<file path="src/hw/host_port_pkg.sv">
// Purpose: Shared constants and types for the parallel host byte port.
// Assumes: 25 MHz core clock; host pins are asynchronous to it.
// Notes: Offsets into the filtered pin vector are listed here once.

package host_port_pkg;

	// ***************************************************************
	// Widths and clock
	// ***************************************************************
	localparam int BYTE_W = 8;
	localparam int WORD_W = 16;
	localparam int CLK_PERIOD_PS = 40000;

	// Host must hold each strobe level this long; three-stage
	// sampling at 40 ns can miss such a short pulse
	localparam real HOST_PULSE_MIN_NS = 20.5;
	localparam int HOST_PULSE_MIN_CYC =
		(int'(HOST_PULSE_MIN_NS * 1000.0) + CLK_PERIOD_PS - 1) / CLK_PERIOD_PS;

	// ***************************************************************
	// Filtered pin vector layout
	// ***************************************************************
	localparam int PIN_W = 15;
	localparam int PIN_SEL_N = 0;
	localparam int PIN_RD = 1;
	localparam int PIN_WR = 2;
	localparam int PIN_DS = 3;
	localparam int PIN_DIR = 4;
	localparam int PIN_STAT = 5;
	localparam int PIN_BSEL = 6;
	localparam int PIN_DATA = 7;
	localparam logic [PIN_W-1:0] PIN_RESET = 15'h0007;

	// ***************************************************************
	// Reset values and byte order
	// ***************************************************************
	localparam logic LAST_BYTE_SEL = 1'b0;
	localparam logic [BYTE_W-1:0] BUS_RESET = 8'h00;
	localparam logic [WORD_W-1:0] WORD_RESET = 16'h0000;
	localparam logic OBE_PIN_RESET = 1'b1;
	localparam logic IBF_PIN_RESET = 1'b0;

	typedef enum logic [2:0] {
		ST_IDLE = 3'b001,
		ST_READ = 3'b010,
		ST_WRITE = 3'b100
	} frame_state_t;

endpackage

</file>
<file path="src/hw/pin_filter.sv">
// Purpose: Three-stage sampler for asynchronous host pins.
// Assumes: Reset is already synchronous to the clock.
// Notes: A bit changes once the second and third stage agree.

`timescale 1ns/1ns

module pin_filter
	import host_port_pkg::*;
(
	// Clock and reset
	input wire logic clk_i,
	input wire logic rst_n_i,
	// Pins
	input wire logic [PIN_W-1:0] pins_i,
	output logic [PIN_W-1:0] pins_o
);

	logic [PIN_W-1:0] meta_q;
	logic [PIN_W-1:0] mid_q;
	logic [PIN_W-1:0] late_q;
	logic [PIN_W-1:0] filt_q;
	logic [PIN_W-1:0] filt_d;

	// Only mid_q reads meta_q; the agreement test uses later stages
	for (genvar i = 0; i < PIN_W; i++)
	begin : g_bit
		always_comb
		begin
			filt_d[i] = (mid_q[i] == late_q[i]) ? late_q[i] : filt_q[i];
		end
	end

	always_ff @(posedge clk_i or negedge rst_n_i)
	begin
		if (!rst_n_i)
		begin
			meta_q <= PIN_RESET;
			mid_q <= PIN_RESET;
			late_q <= PIN_RESET;
			filt_q <= PIN_RESET;
		end
		else
		begin
			meta_q <= pins_i;
			mid_q <= meta_q;
			late_q <= mid_q;
			filt_q <= filt_d;
		end
	end

	assign pins_o = filt_q;

endmodule // pin_filter

</file>
<file path="src/hw/word_buffer.sv">
// Purpose: One 16-bit buffer word with byte access and a full flag.
// Assumes: Word load and byte write never coincide.
// Notes: A set of the full flag wins over a clear in the same cycle.

`timescale 1ns/1ns

module word_buffer
	import host_port_pkg::*;
(
	// Clock and reset
	input wire logic clk_i,
	input wire logic rst_n_i,
	// Whole-word load
	input wire logic load_word_i,
	input wire logic [WORD_W-1:0] word_i,
	// Single byte write
	input wire logic load_byte_i,
	input wire logic byte_sel_i,
	input wire logic [BYTE_W-1:0] byte_i,
	// Flag control
	input wire logic set_full_i,
	input wire logic clr_full_i,
	// State
	output logic [WORD_W-1:0] word_o,
	output logic full_o
);

	logic [WORD_W-1:0] word_q;
	logic [WORD_W-1:0] word_d;
	logic full_q;
	logic full_d;

	always_comb
	begin
		word_d = word_q;
		if (load_word_i)
			word_d = word_i;
		else if (load_byte_i && byte_sel_i)
			word_d[WORD_W-1:BYTE_W] = byte_i;
		else if (load_byte_i)
			word_d[BYTE_W-1:0] = byte_i;
		full_d = set_full_i ? 1'b1 : (clr_full_i ? 1'b0 : full_q);
	end

	always_ff @(posedge clk_i or negedge rst_n_i)
	begin
		if (!rst_n_i)
		begin
			word_q <= WORD_RESET;
			full_q <= 1'b0;
		end
		else
		begin
			word_q <= word_d;
			full_q <= full_d;
		end
	end

	assign word_o = word_q;
	assign full_o = full_q;

endmodule // word_buffer

</file>
<file path="src/hw/host_byte_port.sv">
// Purpose: Transaction framing for the 8-bit parallel host byte port.
// Assumes: Host keeps selects and direction stable across a transaction.
// Notes: Pins are sampled, so edges are seen three to four clocks late.

`timescale 1ns/1ns

module host_byte_port
	import host_port_pkg::*;
(
	// Clock and reset
	input wire logic CLOCK_I,
	input wire logic RSTN_I,
	// Host framing pins
	input wire logic PORT_SELECT_N_I,
	input wire logic READ_STROBE_I,
	input wire logic WRITE_STROBE_I,
	input wire logic SHARED_DATA_STROBE_I,
	input wire logic DIRECTION_LINE_I,
	input wire logic STATUS_SELECT_I,
	input wire logic BYTE_SELECT_I,
	// Host byte bus
	input wire logic [host_port_pkg::BYTE_W-1:0] HOST_BYTE_BUS_I,
	output logic [host_port_pkg::BYTE_W-1:0] HOST_BYTE_BUS_O,
	output logic HOST_BYTE_BUS_OE_O,
	// Host flags
	output logic OUT_BUFFER_EMPTY_FLAG_O,
	output logic IN_BUFFER_FULL_FLAG_O,
	// Configuration
	input wire logic SINGLE_STROBE_MODE_I,
	input wire logic STROBE_ACTIVE_HIGH_I,
	input wire logic OBE_INVERT_I,
	input wire logic IBF_INVERT_I,
	// Core side
	input wire logic [host_port_pkg::WORD_W-1:0] CORE_OUT_WORD_I,
	input wire logic CORE_OUT_LOAD_I,
	output logic CORE_OUT_FULL_O,
	output logic [host_port_pkg::WORD_W-1:0] CORE_IN_WORD_O,
	output logic CORE_IN_FULL_O,
	input wire logic CORE_IN_TAKE_I
);

	// ***************************************************************
	// Reset release
	// ***************************************************************
	logic rst_meta_q;
	logic rst_n_q;

	always_ff @(posedge CLOCK_I or negedge RSTN_I)
	begin
		if (!RSTN_I)
		begin
			rst_meta_q <= 1'b0;
			rst_n_q <= 1'b0;
		end
		else
		begin
			rst_meta_q <= 1'b1;
			rst_n_q <= rst_meta_q;
		end
	end

	// ***************************************************************
	// Pin sampling
	// ***************************************************************
	logic [PIN_W-1:0] pins_raw;
	logic [PIN_W-1:0] pins;

	assign pins_raw = {HOST_BYTE_BUS_I, BYTE_SELECT_I, STATUS_SELECT_I, DIRECTION_LINE_I,
		SHARED_DATA_STROBE_I, WRITE_STROBE_I, READ_STROBE_I, PORT_SELECT_N_I};

	// Data is sampled with the same latency as the strobes so that the
	// byte seen at the ending edge is the one the host held there
	pin_filter u_pin_filter (
		.clk_i(CLOCK_I),
		.rst_n_i(rst_n_q),
		.pins_i(pins_raw),
		.pins_o(pins)
	);

	logic sel;
	logic rd_on;
	logic wr_on;
	logic ds_on;
	logic shared_on;
	logic [BYTE_W-1:0] bus_in;

	always_comb
	begin
		sel = !pins[PIN_SEL_N];
		rd_on = sel && !pins[PIN_RD];
		wr_on = sel && !pins[PIN_WR];
		ds_on = STROBE_ACTIVE_HIGH_I ? pins[PIN_DS] : !pins[PIN_DS];
		shared_on = sel && ds_on;
		bus_in = pins[PIN_DATA+BYTE_W-1:PIN_DATA];
	end

	// ***************************************************************
	// Transaction framing
	// ***************************************************************
	frame_state_t state_q;
	frame_state_t state_d;
	logic stat_q;
	logic stat_d;
	logic bsel_q;
	logic bsel_d;
	logic rd_end;
	logic wr_end;

	always_comb
	begin
		state_d = state_q;
		stat_d = stat_q;
		bsel_d = bsel_q;
		rd_end = 1'b0;
		wr_end = 1'b0;
		unique case (state_q)
			ST_IDLE:
			begin
				stat_d = pins[PIN_STAT];
				bsel_d = pins[PIN_BSEL];
				// Direction is looked at only as a frame opens
				if (SINGLE_STROBE_MODE_I && shared_on)
					state_d = pins[PIN_DIR] ? ST_READ : ST_WRITE;
				else if (!SINGLE_STROBE_MODE_I && rd_on)
					state_d = ST_READ;
				else if (!SINGLE_STROBE_MODE_I && wr_on)
					state_d = ST_WRITE;
			end
			ST_READ:
			begin
				// Direction edges do not close a frame
				if (SINGLE_STROBE_MODE_I ? !shared_on : !rd_on)
				begin
					state_d = ST_IDLE;
					rd_end = 1'b1;
				end
			end
			ST_WRITE:
			begin
				if (SINGLE_STROBE_MODE_I ? !shared_on : !wr_on)
				begin
					state_d = ST_IDLE;
					wr_end = 1'b1;
				end
			end
			default:
			begin
				state_d = ST_IDLE;
			end
		endcase
	end

	always_ff @(posedge CLOCK_I or negedge rst_n_q)
	begin
		if (!rst_n_q)
		begin
			state_q <= ST_IDLE;
			stat_q <= 1'b0;
			bsel_q <= 1'b0;
		end
		else
		begin
			state_q <= state_d;
			stat_q <= stat_d;
			bsel_q <= bsel_d;
		end
	end

	// ***************************************************************
	// Buffers
	// ***************************************************************
	logic out_full;
	logic in_full;
	logic [WORD_W-1:0] out_word;
	logic host_rd_last;
	logic host_wr_data;
	logic host_wr_last;

	// Reading the last byte of a word empties the output buffer
	assign host_rd_last = rd_end && !stat_q && (bsel_q == LAST_BYTE_SEL);
	// Writes to the status select have nowhere to land and are dropped
	assign host_wr_data = wr_end && !stat_q;
	assign host_wr_last = host_wr_data && (bsel_q == LAST_BYTE_SEL);

	word_buffer u_out_buffer (
		.clk_i(CLOCK_I),
		.rst_n_i(rst_n_q),
		.load_word_i(CORE_OUT_LOAD_I),
		.word_i(CORE_OUT_WORD_I),
		.load_byte_i(1'b0),
		.byte_sel_i(1'b0),
		.byte_i(BUS_RESET),
		.set_full_i(CORE_OUT_LOAD_I),
		.clr_full_i(host_rd_last),
		.word_o(out_word),
		.full_o(out_full)
	);

	word_buffer u_in_buffer (
		.clk_i(CLOCK_I),
		.rst_n_i(rst_n_q),
		.load_word_i(1'b0),
		.word_i(WORD_RESET),
		.load_byte_i(host_wr_data),
		.byte_sel_i(bsel_q),
		.byte_i(bus_in),
		.set_full_i(host_wr_last),
		.clr_full_i(CORE_IN_TAKE_I),
		.word_o(CORE_IN_WORD_O),
		.full_o(in_full)
	);

	assign CORE_OUT_FULL_O = out_full;
	assign CORE_IN_FULL_O = in_full;

	// ***************************************************************
	// Pin outputs
	// ***************************************************************
	logic [BYTE_W-1:0] bus_q;
	logic [BYTE_W-1:0] bus_d;
	logic bus_oe_q;
	logic bus_oe_d;
	logic obe_q;
	logic obe_d;
	logic ibf_q;
	logic ibf_d;

	always_comb
	begin
		// Status read returns both raw buffer states
		if (stat_d)
			bus_d = {6'h00, in_full, !out_full};
		else if (bsel_d)
			bus_d = out_word[WORD_W-1:BYTE_W];
		else
			bus_d = out_word[BYTE_W-1:0];
		bus_oe_d = (state_d == ST_READ);
		obe_d = !out_full ^ OBE_INVERT_I;
		ibf_d = in_full ^ IBF_INVERT_I;
	end

	always_ff @(posedge CLOCK_I or negedge rst_n_q)
	begin
		if (!rst_n_q)
		begin
			bus_q <= BUS_RESET;
			bus_oe_q <= 1'b0;
			obe_q <= OBE_PIN_RESET;
			ibf_q <= IBF_PIN_RESET;
		end
		else
		begin
			bus_q <= bus_d;
			bus_oe_q <= bus_oe_d;
			obe_q <= obe_d;
			ibf_q <= ibf_d;
		end
	end

	assign HOST_BYTE_BUS_O = bus_q;
	assign HOST_BYTE_BUS_OE_O = bus_oe_q;
	assign OUT_BUFFER_EMPTY_FLAG_O = obe_q;
	assign IN_BUFFER_FULL_FLAG_O = ibf_q;
endmodule // host_byte_port

</file>
<file path="config.mk">
export PLATFORM = sky130hd
export DESIGN_NAME = host_byte_port
export DESIGN_NICKNAME = d
export VERILOG_FILES = /design/src/hw/host_port_pkg.sv /design/src/hw/pin_filter.sv /design/src/hw/word_buffer.sv /design/src/hw/host_byte_port.sv
export SDC_FILE = /design/constraint.sdc
export NUM_CORES = 1
export LEC_CHECK = 0
export BUFFER_PORTS_ARGS = -buffer_cell sky130_fd_sc_hd__buf_4
export CORE_ASPECT_RATIO = 0.9
export CORE_MARGIN = 2
export CORE_UTILIZATION = 50
export CTS_CLUSTER_DIAMETER = 60
export DETAILED_ROUTE_END_ITERATION = 8
export MAX_ROUTING_LAYER = met4
export PLACE_DENSITY = 0.8
export SETUP_SLACK_MARGIN = 0.1
export SLEW_MARGIN = 20
export SYNTH_ARGS = -nofsm -noshare
export SYNTH_HDL_FRONTEND = slang
export SYNTH_SLANG_ARGS = --single-unit
</file>
<file path="constraint.sdc">
create_clock -name CLOCK_I -period 9.7 [get_ports CLOCK_I]
set_input_delay 0.97 -clock CLOCK_I [delete_from_list [all_inputs] [get_ports CLOCK_I]]
set_output_delay 0.97 -clock CLOCK_I [all_outputs]
set_load 0.05 [all_outputs]
</file>
==> summary.txt <==
Outcome
  – Status: complete, no violations

Detailed routing
  – Final wirelength: 5710 um
  – Wire per inst: 14.4 um
  – M1 WL: 2660 um
  – Uppermost layer routed: met4
  – Pre-antenna DRT Iters: 3
  – ANT nets after route: 0
  – WL met3: 331 um
  – DRC Markers: 0
  – Via count: 1933
  – Met2 WL: 2590 um
  – Initial drt markers: 94
  – Vias per inst: 4.87

Global routing
  – Global route total overflow: 0
  – GRT Total Usage: 16.4%
  – First-pass GRT wire length: 9800 um
  – Vias in the first global route: 1981
  – Initial antenna violation count: 0
  – Largest net degree at the start of global routing: 70

Power
  – Total power: 1090 uW
  – Power per cell area: 235 mW/mm2
  – Maximum VDD drop: 0.142 mV
  – Leakage: 0.00214 uW

Worst setup path
  – Critical R2R Capture: HOST_BYTE_BUS_O[1]$_DFF_PN0_
  – Critical Path RT: 8730 ps
  – Max incr delay on CP: 530 ps
  – Crit path capture type: output port
  – CP startpoint kind: register
  – R2R depth: 4
  – Crit-path cells: buf_4
  – Type of the worst setup path: register to output port
  – Crit-path leading delay family: flip-flops
  – Buf/Inv on CP: 1
  – Worst reg2reg setup slack: 7860 ps
  – Critical Path Slowest Stage Cell: dfstp_2
  – Crit Path Max Fanout: 1
  – WP data arrival: 1080 ps
  – RR Startpoint: state_q[0]$_DFF_PN1_

Die
  – Die area: 0.00832 mm2
  – Core box area: 0.00747 mm2
  – DIE HEIGHT: 86.8 um
  – Row Count: 30
  – Die Wd: 96.0 um
  – I/O pin count: 68
  – Starting density of the core: 50.9%

STA
  – Final min period: 2050 ps
  – Hold Vio Cnt, Final: 0
  – F_max: 488 MHz
  – Post-route setup TNS: 0 ps
  – Relative slew slack: 45.7%
  – RSZ-0062 raised after global routing: false
  – Final setup violating endpoints: 0
  – Clock skew: 14.0 ps
  – Crit share post-route: 21.1%
  – Slew @ Worst Pin: 814 ps
  – Slew Viols, Final: 0

CTS
  – CTS-repair resized insts: 0
  – Root Driver: clkbuf_8
  – CTS H-Tree Depth: 3
  – CTS tree: yes
  – Clock Sinks: 112
  – Post-CTS Setup Inserts: 0
  – Max clock buf depth: 2
  – Worst-path clk slew: 100 ps
  – Worst-Skew Late Latency: 370 ps
  – Cts-stage hold buffer count: 0
  – TritonCTS Buffers: 9

Final layout
  – Filler cells: 544
  – Most frequent cells in the layout: dfrtp_1, buf_4, mux2_2
  – Synth-to-Final Area Change: 21.2%
  – Post-layout utilization of the core: 61.7%
  – N_diodes: 0
  – Fin nets: 335
  – Most common cell after layout, fill and taps aside: dfrtp_1
  – Layout cells sized above 1: 46.8%

Synthesis
  – Ys Warns: 0
  – Mapped Area: 0.00380 mm2
  – Mean area per synthesized cell: 17.3 um2
  – Share of the yosys chip area belonging to registers: 74.1%
  – Synth unique cells: 35
  – Syn_nets: 259
  – Syn Inst Count: 220
  – Synthesized flop and latch total: 112

Place
  – DP HPWL: 3920 um
  – PortBufs: 67
  – Global placer's final weighted congestion: 0.727

Hold path
  – Hold Crit Class: register to asynchronous set/reset pin

Flow run
  – Max cap viols: 0
## final cells by class
cell class / count / area [um2] / share of cell area [%]
clock buffers: 9 / 124 / 2.69
clock inverters: 7 / 63.8 / 1.38
inverters: 3 / 11.3 / 0.244
multi-input cells: 102 / 957 / 20.8
flip-flops and latches: 112 / 2820 / 61.2
well taps: 96 / 120 / 2.61
repair buffers: 68 / 510 / 11.1
## power breakdown
part | switching (uW) | total (uW) | leakage, uW | internal, uW
registers | 37.7 | 565 | 0.00134 | 527
logic | 166 | 265 | 0.000713 | 99.1
clock network | 157 | 255 | 0.0000895 | 98.2
## Yosys cell counts, drive strengths merged
cell type / count / area share, %
xnor2: 2 / 0.46
a211oi: 1 / 0.20
a21oi: 7 / 1.2
dfrtp: 98 / 64
nand3b: 4 / 0.79
and2b: 1 / 0.20
nor2: 8 / 0.79
conb: 1 / 0.099
nor4b: 1 / 0.23
buf: 2 / 0.33
a21o: 1 / 0.23
nand2b: 3 / 0.69
mux2: 33 / 10
a211o: 1 / 0.23
dfstp: 14 / 9.7
mux2i: 8 / 2.4
clkbuf: 1 / 0.099
nor3b: 2 / 0.69
inv: 3 / 0.30
nand3: 1 / 0.46
nand2: 3 / 0.30
nand4: 1 / 0.56
a22oi: 1 / 0.33
nor2b: 1 / 0.23
xor2: 1 / 0.23
nor3: 3 / 0.39
o21ai: 3 / 0.39
maj3: 15 / 3.9
## routing by layer
| metal | track usage, % | up-vias |
|---|---|---|
| met5 | - | - |
| met4 | 6.75 | 0 |
| met3 | 5.91 | 11 |
| met2 | 22.5 | 51 |
| met1 | 22.3 | 963 |
| li1 | - | 908 |
## metrics by stage
stage	area [um2]	setup slack (ps)	std cells	hold WS, ps
detailed placement	4420	7350	381	332
finish	4610	7650	397	318
global route	4610	7610	397	341
global placement	4420	7420	381	326
CTS	4610	7630	397	340
floorplan	3800	6370	220	331
## worst max-delay path by stage
stage | from | endpoint | slack, ps | depth (start not counted)
after detailed placement | STROBE_ACTIVE_HIGH_I | u_in_buffer.word_o[9]$_DFFE_PN0P_ | 7350 | 5
after global routing | OUT_BUFFER_EMPTY_FLAG_O$_DFF_PN1_ | OUT_BUFFER_EMPTY_FLAG_O | 7610 | 1
after floorplan | rst_n_q$_DFF_PN0_ | HOST_BYTE_BUS_OE_O$_DFF_PN0_ | 6370 | 0
after global placement | STROBE_ACTIVE_HIGH_I | u_in_buffer.word_o[9]$_DFFE_PN0P_ | 7420 | 5
after CTS | OUT_BUFFER_EMPTY_FLAG_O$_DFF_PN1_ | OUT_BUFFER_EMPTY_FLAG_O | 7630 | 1
final | OUT_BUFFER_EMPTY_FLAG_O$_DFF_PN1_ | OUT_BUFFER_EMPTY_FLAG_O | 7650 | 1
## state kept, by name, summed over array words and instances (netlist names), 3 cells and up
signal               cells
u_in_buffer.word_o      16
HOST_BYTE_BUS_O          8
u_pin_filter.mid_q      15
u_pin_filter.late_q     15
u_pin_filter.pins_o     15
state_q                  3
u_out_buffer.word_o     16
u_pin_filter.meta_q     15
## cells by family after synthesis
group           share of synthesized area [%]
other cells                            0.0986
mux                                      12.5
xor+xnor                                0.691
buf+inv                                 0.723
flops                                    74.1
simple gates                             5.33
fa+ha+maj                                3.95
compound gates                           2.60
(Power assumes the default switching activity.)
